===== src/pkg/dom_consts.svh =====
/*
 * Constants of the drive operation mode selector: register offsets, field
 * positions, reset values, setting codes and terminal function codes.
 * Assumes it is included by bare name from the design files and the bench.
 */
`ifndef DOM_CONSTS_SVH
`define DOM_CONSTS_SVH

// ==========================================================================
// Register offsets (byte addresses on the APB)
`define DOM_ADDR_CFG 12'h000
`define DOM_ADDR_TERM_LO 12'h004
`define DOM_ADDR_TERM_HI 12'h008
`define DOM_ADDR_STATUS 12'h00c

// ==========================================================================
// Field positions inside the configuration word
`define DOM_CFG_MS_LSB 0
`define DOM_CFG_CS_LSB 8
`define DOM_CFG_NCS_LSB 16

// ==========================================================================
// Reset values
`define DOM_MS_RST 8'h00
`define DOM_CS_RST 8'h00
`define DOM_NCS_RST 8'h00
`define DOM_TERM_FN_RST 56'hffffffffffffff

// ==========================================================================
// Mode selection setting codes
`define DOM_MS_SWITCH 8'h00
`define DOM_MS_PANEL 8'h01
`define DOM_MS_EXTNET 8'h02
`define DOM_MS_COMB_A 8'h03
`define DOM_MS_COMB_B 8'h04
`define DOM_MS_RUNSW 8'h06
`define DOM_MS_ILOCK 8'h07

// Communication startup setting codes
`define DOM_CS_FROM_MS 8'h00
`define DOM_CS_NET 8'h01
`define DOM_CS_PU_NET 8'h0a

// Network command source: communication option
`define DOM_NCS_OPTION 8'h00

// ==========================================================================
// Input terminal function codes
`define DOM_FN_NET_PU 8'h41
`define DOM_FN_NET_EXT 8'h42
`define DOM_FN_PU_EXT 8'h10
`define DOM_FN_ILOCK 8'h0c

`endif


===== src/pkg/dom_pkg.sv =====
/*
 * Types of the drive operation mode selector.
 * Assumes nothing beyond a SystemVerilog compiler.
 */
package dom_pkg;

   // ========================================================================
   // Operation mode, one-hot
   typedef enum logic [3:0] {
      DOM_PANEL = 4'h1,
      DOM_EXT = 4'h2,
      DOM_NET = 4'h4,
      DOM_COMB = 4'h8
   } dom_mode_t;

endpackage


===== src/rtl/dom_term_match.sv =====
/*
 * Finds the terminals assigned one input function and reports whether that
 * function is assigned at all and whether any terminal carrying it is on.
 * Assumes terminal levels already synchronous to clk.
 */
`timescale 1ns/1ps
`include "dom_consts.svh"

module dom_term_match
   import dom_pkg::*;
#(
   parameter logic [7:0] FN_CODE = 8'h00
) (
   // Terminal function codes, terminal 0 in the low byte
   input wire logic [55:0] term_fn,
   // Terminal levels
   input wire logic [6:0] term_in,
   // Result
   output logic fn_assigned,
   output logic fn_on
);

   // ========================================================================
   // Per terminal compare
   logic [6:0] hit;

   genvar i;
   generate
      for (i = 0; i < 7; i++) begin : g_term
         // Only a terminal coded for this function is heard
         assign hit[i] = (term_fn[8*i +: 8] == FN_CODE);
      end
   endgenerate

   // Several terminals may share one function; any of them turns it on
   assign fn_assigned = |hit;
   assign fn_on = |(hit & term_in);

endmodule


===== src/rtl/dom_mode_sel.sv =====
/*
 * Drive operation mode selector: chooses panel, network, external or combined
 * mode from the settings, option presence and the switching terminals, and
 * holds the mode in a register. Settings are written over APB.
 * Assumes: terminal, run and option inputs synchronous to clk; an APB3
 * master; the terminal function codes are held here, the power-on mode lives elsewhere.
 */
// Operation
// - Settings 0,2,7: switching inputs move into network mode only while stopped.
// - Setting 6: switching inputs change mode even while running.
// - Startup 10: net-panel input on selects panel, off selects network.
// - Net-panel input heard only on a terminal coded 65.
// - Startup 10: setting 1 panel, 2 network, 3 or 4 combined.
// - Startup 10 with setting 0 or 6 never reaches external mode.
// - Setting 7 with interlock off forces external mode.
// - Setting 7, interlock on, external mode: motor output held stopped.
// - Setting 7: switching inputs act only while interlock is on.
// - Net-external input on turns a panel choice into network.
// - Panel-external input off turns network or external into panel.
// - Setting 7, net-panel off, panel-external on: external, not network.
// - Network becomes panel when command source 0 and option absent.
// - Startup 0/1: net-external on network, off external; terminal code 66.
// - Startup 0, setting 2 never reaches panel via net-external input.
// - Net-external off with net-panel assigned lets net-panel decide.
// - Precedence: setting, interlock, net-external, net-panel, panel-external, startup.
// - Settings 0,6,7: panel-external on selects external, off panel.
`timescale 1ns/1ps
`include "dom_consts.svh"

module dom_mode_sel
   import dom_pkg::*;
(
   // Clock and reset
   input wire logic clk,
   input wire logic rst,
   // APB slave
   input wire logic [11:0] paddr,
   input wire logic psel,
   input wire logic penable,
   input wire logic pwrite,
   input wire logic [31:0] pwdata,
   output logic [31:0] prdata,
   output logic pready,
   output logic pslverr,
   // Drive state
   input wire logic [6:0] term_in,
   input wire logic motor_running,
   input wire logic start_cmd,
   input wire logic option_present,
   // Result
   output logic [3:0] mode,
   output logic output_stop
);

   // ========================================================================
   // Registers
   logic [7:0] ms_q;
   logic [7:0] cs_q;
   logic [7:0] ncs_q;
   logic [55:0] term_fn_q;
   dom_mode_t mode_q;
   dom_mode_t mode_d;
   logic stop_q;
   logic [31:0] prdata_q;
   logic pready_q;
   logic pslverr_q;

   // ========================================================================
   // Terminal functions
   logic net_pu_asg;
   logic net_pu_on;
   logic net_ext_asg;
   logic net_ext_on;
   logic pu_ext_asg;
   logic pu_ext_on;
   logic ilock_on;

   // Net-panel switching input
   dom_term_match #(.FN_CODE(`DOM_FN_NET_PU)) u_net_pu (
      .term_fn(term_fn_q),
      .term_in(term_in),
      .fn_assigned(net_pu_asg),
      .fn_on(net_pu_on)
   );

   // Net-external switching input
   dom_term_match #(.FN_CODE(`DOM_FN_NET_EXT)) u_net_ext (
      .term_fn(term_fn_q),
      .term_in(term_in),
      .fn_assigned(net_ext_asg),
      .fn_on(net_ext_on)
   );

   // Panel-external switching input
   dom_term_match #(.FN_CODE(`DOM_FN_PU_EXT)) u_pu_ext (
      .term_fn(term_fn_q),
      .term_in(term_in),
      .fn_assigned(pu_ext_asg),
      .fn_on(pu_ext_on)
   );

   // Panel interlock; an unassigned interlock reads as off
   dom_term_match #(.FN_CODE(`DOM_FN_ILOCK)) u_ilock (
      .term_fn(term_fn_q),
      .term_in(term_in),
      .fn_assigned(),
      .fn_on(ilock_on)
   );

   // ========================================================================
   // Setting decode
   wire ms_sw = (ms_q == `DOM_MS_SWITCH);
   wire ms_panel = (ms_q == `DOM_MS_PANEL);
   wire ms_extnet = (ms_q == `DOM_MS_EXTNET);
   wire ms_comb = (ms_q == `DOM_MS_COMB_A) || (ms_q == `DOM_MS_COMB_B);
   wire ms_runsw = (ms_q == `DOM_MS_RUNSW);
   wire ms_ilock = (ms_q == `DOM_MS_ILOCK);
   wire ms_switchable = ms_sw || ms_runsw || ms_ilock;
   wire cs_pu_net = (cs_q == `DOM_CS_PU_NET);
   wire cs_ext_net = (cs_q == `DOM_CS_FROM_MS) || (cs_q == `DOM_CS_NET);
   wire no_option = (ncs_q == `DOM_NCS_OPTION) && !option_present;

   // ========================================================================
   // Target mode, strongest cause first
   // Interlocked setting with interlock off wins over every terminal
   wire forced_ext = ms_ilock && !ilock_on;

   // Network side of the net-panel input: panel-external may pull it away
   dom_mode_t net_side;
   assign net_side = (pu_ext_asg && !pu_ext_on) ? DOM_PANEL :
                     (ms_ilock && pu_ext_on) ? DOM_EXT :
                     DOM_NET;

   // Net-panel input; net-external on overrides a panel choice
   dom_mode_t pu_net_sel;
   assign pu_net_sel = net_pu_on ? (net_ext_on ? DOM_NET : DOM_PANEL) :
                       net_side;

   // Startup 10 never moves settings 0 and 6 into external; it only keeps it
   dom_mode_t cs10_sel;
   assign cs10_sel = ms_extnet ? DOM_NET :
                     net_pu_asg ? pu_net_sel :
                     (ms_ilock && pu_ext_asg && pu_ext_on) ? DOM_EXT :
                     mode_q;

   // Panel-external alone: on external, off panel
   dom_mode_t pu_ext_sel;
   assign pu_ext_sel = pu_ext_on ? DOM_EXT : DOM_PANEL;

   // Startup 0 or 1: net-external decides, then net-panel, then panel-external
   dom_mode_t cs01_sel;
   assign cs01_sel = ms_extnet ? (net_ext_on ? DOM_NET : DOM_EXT) :
                     net_ext_on ? DOM_NET :
                     net_pu_asg ? pu_net_sel :
                     pu_ext_asg ? pu_ext_sel :
                     (net_ext_asg ? DOM_EXT : mode_q);

   // Fixed settings, then startup choice; unknown codes keep the mode
   dom_mode_t raw_sel;
   assign raw_sel = ms_panel ? DOM_PANEL :
                    ms_comb ? DOM_COMB :
                    forced_ext ? DOM_EXT :
                    !(ms_switchable || ms_extnet) ? mode_q :
                    cs_pu_net ? cs10_sel :
                    cs_ext_net ? cs01_sel :
                    mode_q;

   // No network without a command source to drive it
   dom_mode_t tgt;
   assign tgt = (raw_sel == DOM_NET && no_option) ? DOM_PANEL : raw_sel;

   // ========================================================================
   // Change permission
   // Stopped means motor stopped or start command off
   wire stopped = !motor_running || !start_cmd;
   // Interlocked setting hears the terminals only with interlock on
   wire ilock_ok = !ms_ilock || ilock_on;
   // Run-time switching lets a change through while running
   wire permit = (stopped || ms_runsw) && ilock_ok;
   // The forced external change does not wait for a stop
   wire take = (tgt != mode_q) && (forced_ext || permit);

   // Next mode; a non one-hot target falls back to external
   always_comb begin
      mode_d = mode_q;
      if (take) begin
         case (tgt)
            DOM_PANEL, DOM_EXT, DOM_NET, DOM_COMB: begin
               mode_d = tgt;
            end
            default: begin
               mode_d = DOM_EXT;
            end
         endcase
      end
   end

   // Mode register; reset picks external until the power-on logic says more
   always_ff @(posedge clk or posedge rst) begin
      if (rst) begin
         mode_q <= DOM_EXT;
      end else begin
         mode_q <= mode_d;
      end
   end

   // Output stop follows the mode it is going into, so it never lags
   always_ff @(posedge clk or posedge rst) begin
      if (rst) begin
         stop_q <= 1'b0;
      end else begin
         stop_q <= ms_ilock && ilock_on && (mode_d == DOM_EXT);
      end
   end

   // ========================================================================
   // APB slave: answers in the first access cycle
   wire setup = psel && !penable;
   wire wr_en = psel && penable && pready_q && pwrite;
   wire hit_cfg = (paddr == `DOM_ADDR_CFG);
   wire hit_lo = (paddr == `DOM_ADDR_TERM_LO);
   wire hit_hi = (paddr == `DOM_ADDR_TERM_HI);
   wire hit_st = (paddr == `DOM_ADDR_STATUS);
   wire hit_any = hit_cfg || hit_lo || hit_hi || hit_st;

   // Read mux; unused bits read as zero
   wire [31:0] cfg_word = {8'h00, ncs_q, cs_q, ms_q};
   wire [31:0] st_word = {22'h000000, ilock_on, pu_ext_on, net_ext_on, net_pu_on, permit, stop_q, mode_q};
   wire [31:0] rd_word = hit_cfg ? cfg_word :
                         hit_lo ? term_fn_q[31:0] :
                         hit_hi ? {8'h00, term_fn_q[55:32]} :
                         hit_st ? st_word :
                         32'h00000000;

   // Handshake flops; status writes are ignored without error
   always_ff @(posedge clk or posedge rst) begin
      if (rst) begin
         pready_q <= 1'b0;
         pslverr_q <= 1'b0;
         prdata_q <= 32'h00000000;
      end else begin
         pready_q <= setup;
         pslverr_q <= setup && !hit_any;
         prdata_q <= (setup && !pwrite) ? rd_word : 32'h00000000;
      end
   end

   // Setting registers, written at the completing edge only
   always_ff @(posedge clk or posedge rst) begin
      if (rst) begin
         ms_q <= `DOM_MS_RST;
         cs_q <= `DOM_CS_RST;
         ncs_q <= `DOM_NCS_RST;
         term_fn_q <= `DOM_TERM_FN_RST;
      end else if (wr_en) begin
         if (hit_cfg) begin
            ms_q <= pwdata[`DOM_CFG_MS_LSB +: 8];
            cs_q <= pwdata[`DOM_CFG_CS_LSB +: 8];
            ncs_q <= pwdata[`DOM_CFG_NCS_LSB +: 8];
         end
         if (hit_lo) begin
            term_fn_q[31:0] <= pwdata;
         end
         if (hit_hi) begin
            term_fn_q[55:32] <= pwdata[23:0];
         end
      end
   end

   // Outputs straight from flops
   assign prdata = prdata_q;
   assign pready = pready_q;
   assign pslverr = pslverr_q;
   assign mode = mode_q;
   assign output_stop = stop_q;
endmodule


===== config.mk =====
export PLATFORM = sky130hd
export DESIGN_NAME = dom_mode_sel
export DESIGN_NICKNAME = d
export VERILOG_FILES = /design/src/pkg/dom_pkg.sv /design/src/rtl/dom_term_match.sv /design/src/rtl/dom_mode_sel.sv
export VERILOG_INCLUDE_DIRS = /design/src /design/src/pkg
export SDC_FILE = /design/constraint.sdc
export NUM_CORES = 1
export LEC_CHECK = 0
export ABC_AREA = 1
export BUFFER_PORTS_ARGS = -buffer_cell sky130_fd_sc_hd__buf_2
export CORE_MARGIN = 2
export CORE_UTILIZATION = 58
export CTS_CLUSTER_DIAMETER = 120
export DETAILED_ROUTE_END_ITERATION = 12
export GPL_ROUTABILITY_DRIVEN = 0
export PLACE_DENSITY = 0.87
export SETUP_SLACK_MARGIN = 0.02
export SLEW_MARGIN = 5
export SYNTH_ARGS = -nofsm -noshare
export SYNTH_HDL_FRONTEND = slang
export SYNTH_SLANG_ARGS = --single-unit

===== constraint.sdc =====
create_clock -name clk -period 4.29 [get_ports clk]
set_input_delay 0.858 -clock clk [delete_from_list [all_inputs] [get_ports clk]]
set_output_delay 0.858 -clock clk [all_outputs]
set_load 0.01 [all_outputs]

==> qor.csv, run 1 <==
stage;metric;value;unit
outcome;run status;completed;
layout;diode count;0;
floorplan;CORE AREA;11300;µm²
min_path;Hold WC Path Type;reg -> reg;
sta;final setup TNS;0;ns
layout;area delta synth->final;17.9;%
place;pre-CTS WS;1.03;ns
synthesis;Synth Register Bits;119;
synthesis;Post-Syn Instances;885;
global_routing;global route total overflow;0;
setup_path;Critical Path RT;4.65;ns
detailed_routing;Via density;5.67;
global_routing;largest net degree at the start of global routing;69;
clock_network;H-tree levels;4;
detailed_routing;drt first pass iters;6;
synthesis;Synth Warn #;0;
sta;Final period util;73.5;%
clock_network;Clock Latency Late Sink;0.42;ns
global_routing;first-pass GRT wire length;29.5;mm
floorplan;# IOs;98;
layout;commonest non-fill, non-tap cell in the layout;nand2_1;
floorplan;Total Die Area;12400;µm²
global_routing;GRT Util Overall;30.0;%
layout;share of cells above drive strength 1;26.4;%
setup_path;Worst Setup Start Kind;flip-flop;
pwr;peak supply drop;0.000354;V
global_routing;initial antenna violation count;0;
synthesis;leading register cell type out of synthesis;dfrtp_1;
clock_network;CTS max path bufs;2;
pwr;Pwr Density;370;nW/µm²
sta;Setup Viol. Count Final;0;
synthesis;synthesized area;6690;µm²
clock_network;post-CTS resize count;0;
sta;Slew HR;33.8;%
run;max cap viols;0;
setup_path;Crit Path Class;reg -> reg;
clock_network;CTS tree;yes;
layout;nets@finish;1041;
detailed_routing;antenna-violating nets left;0;
global_routing;vias in the first global route;6241;
sta;Worst-Margin Slew;0.990;ns
detailed_routing;Post-route DRC;0;
layout;most frequent cells in the layout;nand2_1 (215), inv_1 (129), buf_2 (97);
synthesis;post-synth net total;944;
floorplan;num rows;39;
detailed_routing;WL/cell;15.5;µm
detailed_routing;Via Count;6458;
floorplan;starting density of the core;59.1;%
floorplan;height of the die;111;µm
sta;setup ws final;1.14;ns
synthesis;post-synthesis cell type count;37;
detailed_routing;final WL;17.6;mm
detailed_routing;Initial DRC Count;546;
synthesis;EDFF count, synth;0;
clock_network;CTS sink cnt;119;
place;IO Port Bufs;97;
sta;Final Hold Vio Count;0;
place;Post-DP HPWL;12.8;mm
pwr;Lkg Pwr;3.97;nW
layout;# fillers;922;
layout;final core area utilization;69.6;%
clock_network;TritonCTS Buffers;17;
sta;Fin Clk Skew;0.00897;ns
floorplan;chip width;111;µm
synthesis;Async SR Flop Fraction;100;%
sta;RSZ-0062 raised after global routing;false;
sta;Max Freq;317;MHz
sta;min Tclk post-route;3.15;ns
clock_network;post-CTS setup buffers;0;
synthesis;Mean Syn Cell Area;7.56;µm²
synthesis;Seq/Total Area, Yosys;45.6;%
setup_path;crit path capture type;flip-flop;
clock_network;Root Driver;clkbuf_16;
setup_path;crit-path max FO;8;
sta;Final Max Slew Viols;0;
clock_network;hold_buf cts;0;
clock_network;clock slew at reported path FFs;0.05;ns
setup_path;Worst EP arrival;3.51;ns
[cell families (layout without fill, tap and decap cells)]
kind of cell / count (synthesis) / in the layout / share of synthesized area, %
AOI/OAI and AO/OA: 145 / 145 / 13.7
xor gates and xnor gates: 2 / 2 / 0.262
and+or+nand+nor: 436 / 436 / 29.3
muxes: 8 / 8 / 1.35
DFF: 119 / 119 / 45.6
buffers and inverters: 175 / 285 / 9.84
[metrics by stage]
stage                     power (W)  std cells  instance area (µm²)  hold slack, ns
after CTS                   0.00293       1138                 7880           0.492
final                       0.00292       1138                 7880           0.496
after global placement      0.00156       1106                 7310           0.481
after global routing        0.00304       1138                 7880           0.529
after floorplan             0.00146        885                 6690           0.470
after detailed placement    0.00157       1106                 7310           0.483
[where the power goes]
group	internal, W	total [W]	switching [W]
clock network	0.000885	0.00136	0.000470
registers	0.00115	0.00118	0.0000306
logic	0.000133	0.000387	0.000253
[synth_stat cells, types with 2 or more instances]
cell / count / area share (%)
o21ai_0: 80 / 6.0
o22ai_1: 4 / 0.37
nor2_1: 79 / 4.4
o221ai_1: 14 / 1.8
a31oi_1: 2 / 0.19
inv_2: 18 / 1.0
nand2_1: 215 / 12
a22oi_1: 3 / 0.34
mux2_2: 8 / 1.3
dfrtp_1: 62 / 23
clkbuf_1: 26 / 1.5
inv_1: 130 / 7.3
nor3b_1: 2 / 0.22
a21oi_1: 4 / 0.30
nor4_1: 6 / 0.56
o211ai_1: 25 / 2.8
nand2_2: 21 / 2.0
nand3_2: 2 / 0.30
nand3_1: 54 / 4.0
a221oi_1: 3 / 0.39
nor2_2: 14 / 1.3
nor2_4: 5 / 0.84
nand4_1: 17 / 1.6
a211oi_1: 5 / 0.56
dfstp_2: 57 / 22
nor3_1: 17 / 1.3
xor2_1: 2 / 0.26
[critical path, stage by stage, from the launching register on]
cell and delay (ns):
dfrtp_1 0.41, nor2_1 0.13, nand2_1 0.09, nor4_1 0.68, inv_1 0.21, nor2_1 0.19, nand2_1 0.07, nand2_1 0.05
nand2_1 0.04, nand2_1 0.07, nand2_1 0.06, nand2_2 0.11, nand2_4 0.09, nand2_2 0.10, nand2_2 0.10, nand2_2 0.08
inv_1 0.05, nor2_2 0.11, nand2_2 0.08, nand2_2 0.09, nand2_1 0.06, nand2_1 0.09, nand3_2 0.08, nor2_2 0.07
[sequential cells by signal, indices dropped and copies added, names as in the netlist]
register     cells
output_stop      1
pslverr          1
ncs_q            8
ms_q             8
term_fn_q       56
cs_q             8
mode             4
pready           1
prdata          32
[layer usage]
| metal | vias to the layer above | GRT usage (%) | wire, µm |
|---|---|---|---|
| met4 | 0 | 14.3 | 570 |
| met5 | - | 0 | 0 |
| li1 | 3066 | - | - |
| met1 | 3000 | 38.8 | 7270 |
| met3 | 53 | 8.27 | 1620 |
| met2 | 339 | 47.2 | 8180 |
[final cells by class]
class / instances / area, µm² / area share, %
multi-input cells: 591 / 2980 / 37.8
well taps: 143 / 179 / 2.27
flip-flops and latches: 119 / 3050 / 38.7
clock inverters: 4 / 45.0 / 0.571
repair buffers: 105 / 546 / 6.92
inverters: 148 / 558 / 7.08
clock buffers: 28 / 527 / 6.68
[path summary, 6_finish.rpt]
kind	start	cells after the start	to	slack [ns]
max in group asynchronous	rst	3	mode[1]$_DFF_PP1_	2.78
min reg2reg	term_fn_q[37]$_DFFE_PP1P_	2	term_fn_q[37]$_DFFE_PP1P_	0.50
max reg2reg	cs_q[6]$_DFFE_PP0P_	23	output_stop$_DFF_PP0_	1.14
min	term_fn_q[37]$_DFFE_PP1P_	2	term_fn_q[37]$_DFFE_PP1P_	0.50
min in group asynchronous	rst	2	ncs_q[6]$_DFFE_PP0P_	0.58
max	cs_q[6]$_DFFE_PP0P_	23	output_stop$_DFF_PP0_	1.14
(Power assumes the default switching activity.)
==> run 2, diff against run 1 <==
--- a/config.mk
+++ b/config.mk
@@ -9,11 +9,11 @@
 export ABC_AREA = 1
 export BUFFER_PORTS_ARGS = -buffer_cell sky130_fd_sc_hd__buf_2
 export CORE_MARGIN = 2
-export CORE_UTILIZATION = 58
+export CORE_UTILIZATION = 52
 export CTS_CLUSTER_DIAMETER = 120
 export DETAILED_ROUTE_END_ITERATION = 12
 export GPL_ROUTABILITY_DRIVEN = 0
-export PLACE_DENSITY = 0.87
+export PLACE_DENSITY = 0.83
 export SETUP_SLACK_MARGIN = 0.02
 export SLEW_MARGIN = 5
 export SYNTH_ARGS = -nofsm -noshare
==> constraint.sdc (replaced) <==
create_clock -name clk -period 2.9 [get_ports clk]
set_input_delay 0.58 -clock clk [delete_from_list [all_inputs] [get_ports clk]]
set_output_delay 0.58 -clock clk [all_outputs]
set_load 0.01 [all_outputs]
==> qor.csv, run 2 (synthesis gave the netlist of run 1 again) <==
stage;metric;value;unit;change
detailed_routing;Initial DRC Count;715;;+31%
layout;non-filler cells in the finished layout;1195;;+5.0%
layout;share of cells above drive strength 1;33.6;%;+7.2 points
clock_network;CTS max path bufs;2;;unchanged
global_routing;global route total overflow;0;;unchanged
pwr;peak supply drop;0.000351;V;-0.79%
global_routing;largest net degree at the start of global routing;54;;-22%
floorplan;height of the die;117;µm;+5.4%
sta;final setup TNS;-0.202;ns;-0.202 ns
detailed_routing;Via density;5.58;;-1.6%
outcome;run status;finished with violations;;
global_routing;first-pass GRT wire length;29.9;mm;+1.2%
setup_path;Worst Setup Start Kind;flip-flop;;
detailed_routing;drt first pass iters;7;;+1
global_routing;GRT Util Overall;26.9;%;-3.1 points
sta;setup ws final;-0.141;ns;-1.28 ns
layout;most frequent cells in the layout;nand2_1 (192), inv_1 (126), buf_2 (97);;
layout;# fillers;980;;+6.3%
clock_network;CTS tree;yes;;
layout;max reg flops;56;;unchanged
setup_path;r2r startpoint;term_fn_q[51]$_DFFE_PP1P_;;
setup_path;Critical Path RT;3.25;ns;-1.40 ns
global_routing;vias in the first global route;6316;;+1.2%
sta;Final period util;105;%;+31 points
clock_network;H-tree levels;4;;unchanged
floorplan;chip width;117;µm;+5.4%
floorplan;# IOs;98;;unchanged
sta;RSZ-0062 raised after global routing;true;;
clock_network;CTS sink cnt;119;;unchanged
layout;diode count;0;;unchanged
setup_path;Setup crit start;term_fn_q[51]$_DFFE_PP1P_;;
run;max cap viols;0;;unchanged
layout;nets@finish;1069;;+2.7%
place;IO Port Bufs;97;;unchanged
pwr;Lkg Pwr;4.15;nW;+4.6%
place;Post-DP HPWL;12.9;mm;+1.3%
detailed_routing;Via Count;6671;;+3.3%
layout;commonest non-fill, non-tap cell in the layout;nand2_1;;
global_routing;initial antenna violation count;1;;+1
min_path;Hold WC Path Type;in -> async;;
clock_network;hold_buf cts;0;;unchanged
pwr;Pwr Density;539;nW/µm²;+46%
layout;Most flops, register;term_fn_q;;
sta;Slew HR;57.6;%;+24 points
setup_path;crit path capture type;flip-flop;;
floorplan;num rows;41;;+5.1%
layout;area delta synth->final;25.1;%;
detailed_routing;WL/cell;15.5;µm;about the same
setup_path;Crit Path Class;reg -> reg;;
floorplan;Total Die Area;13800;µm²;+11%
clock_network;TritonCTS Buffers;17;;unchanged
sta;min Tclk post-route;3.04;ns;-0.112 ns
clock_network;Root Driver;clkbuf_16;;
place;placed instance count;1144;;+3.4%
sta;Max Freq;329;MHz;+3.7%
clock_network;clock slew at reported path FFs;0.05;ns;about the same
sta;Worst-Margin Slew;0.635;ns;-0.355 ns
detailed_routing;antenna-violating nets left;0;;unchanged
floorplan;starting density of the core;53.2;%;-5.9 points
sta;Final Hold Vio Count;0;;unchanged
sta;Fin Clk Skew;0.00664;ns;-0.00232 ns
detailed_routing;final WL;18.5;mm;+5.1%
setup_path;crit-path max FO;6;;-2
floorplan;CORE AREA;12600;µm²;+11%
clock_network;Clock Latency Late Sink;0.42;ns;about the same
detailed_routing;Post-route DRC;0;;unchanged
setup_path;Worst EP arrival;3.39;ns;-0.12 ns
outcome;failing checks;setup timing;;
sta;Final Max Slew Viols;0;;unchanged
sta;Setup Viol. Count Final;3;;+3
==> run 2: changes by cell type in the layout (fill, tap and decap cells not counted), sizes merged <==
cell / before / now
buf: 105 / 133
inv: 148 / 147
bufinv: 1 / 2
clkbuf: 28 / 20
clkinv: 3 / 4
clkinvlp: 0 / 7
==> run 2: what timing repair did <==
item                                    CTS  global route
endpoints found under the setup margin    0             5
resized for setup                         0            60
setup buffers                             0            19
hold endpoints to repair                  0             0
==> run 2: area by class of cell <==
type                            count  area, µm²  area share [%]
Inverter                          148        562            6.71
Multi-Input combinational cell    591       3170            37.9
Tap cell                          172        215            2.57
Timing Repair Buffer              133        781            9.33
Clock inverter                     12        129            1.54
Sequential cell                   119       3050            36.4
Clock buffer                       20        457            5.46
==> run 2: final timing paths <==
path	endpoint	depth (start not counted)	slack, ns
setup reg to reg	output_stop$_DFF_PP0_	27	-0.14
min in group clk	pready$_DFF_PP0_	2	0.36
hold / removal	prdata[20]$_DFF_PP0_	2	0.24
setup / recovery	output_stop$_DFF_PP0_	27	-0.14
hold reg to reg	term_fn_q[19]$_DFFE_PP1P_	2	0.50
max in group asynchronous	term_fn_q[47]$_DFFE_PP1P_	3	1.97
==> run 2: power by group <==
part | switching (W) | internal (W) | leakage [nW] | total (W)
logic | 0.000444 | 0.000287 | 2.43 | 0.000731
clock network | 0.000739 | 0.00130 | 0.270 | 0.00204
registers | 0.0000472 | 0.00169 | 1.45 | 0.00174
==> run 2: stage by stage <==
| step | utilization (%) | setup WS (ns) | power, W | instance area [µm²] | hold slack [ns] |
|---|---|---|---|---|---|
| after floorplan | - | 0.411 | 0.00216 | 6690 | 0.470 |
| after global placement | 59.2 | 0.0934 | 0.00232 | 7440 | 0.479 |
| after detailed placement | 59.2 | 0.0117 | 0.00233 | 7440 | 0.485 |
| after CTS | 63.9 | 0.0330 | 0.00438 | 8030 | 0.252 |
| after global routing | 66.6 | -0.379 | 0.00467 | 8370 | 0.283 |
| final | 66.6 | -0.141 | 0.00451 | 8370 | 0.241 |
==> run 2: metal layers <==
metal  share of wire (%)  global-route usage (%)  vias up
met2                  47                    42.7      384
li1                    -                       -     3127
met4                 2.8                    12.3        0
met5                   0                       0        -
met3                 9.9                    7.15       53
met1                  41                    34.7     3107
==> run 2: critical path, cell delays in order, from the launching register on <==
cell,delay (ns)
dfstp_2,0.55
buf_4,0.11
nor2_1,0.05
nand3_1,0.06
nor2_1,0.06
nor2_1,0.11
nand2_1,0.10
nor2_1,0.16
nand3_1,0.10
nand3_2,0.07
nand3_1,0.07
nand2_1,0.06
nand2_1,0.05
nand2_1,0.05
nand2_1,0.07
nand2_1,0.08
nand2_2,0.09
nand2_4,0.11
nand2_1,0.07
a21oi_2,0.22
nand2_2,0.10
nor2_4,0.11
nand2_2,0.09
nand2_4,0.10
nand2_2,0.06
nand2_2,0.08
nand3_2,0.08
nor2_2,0.10
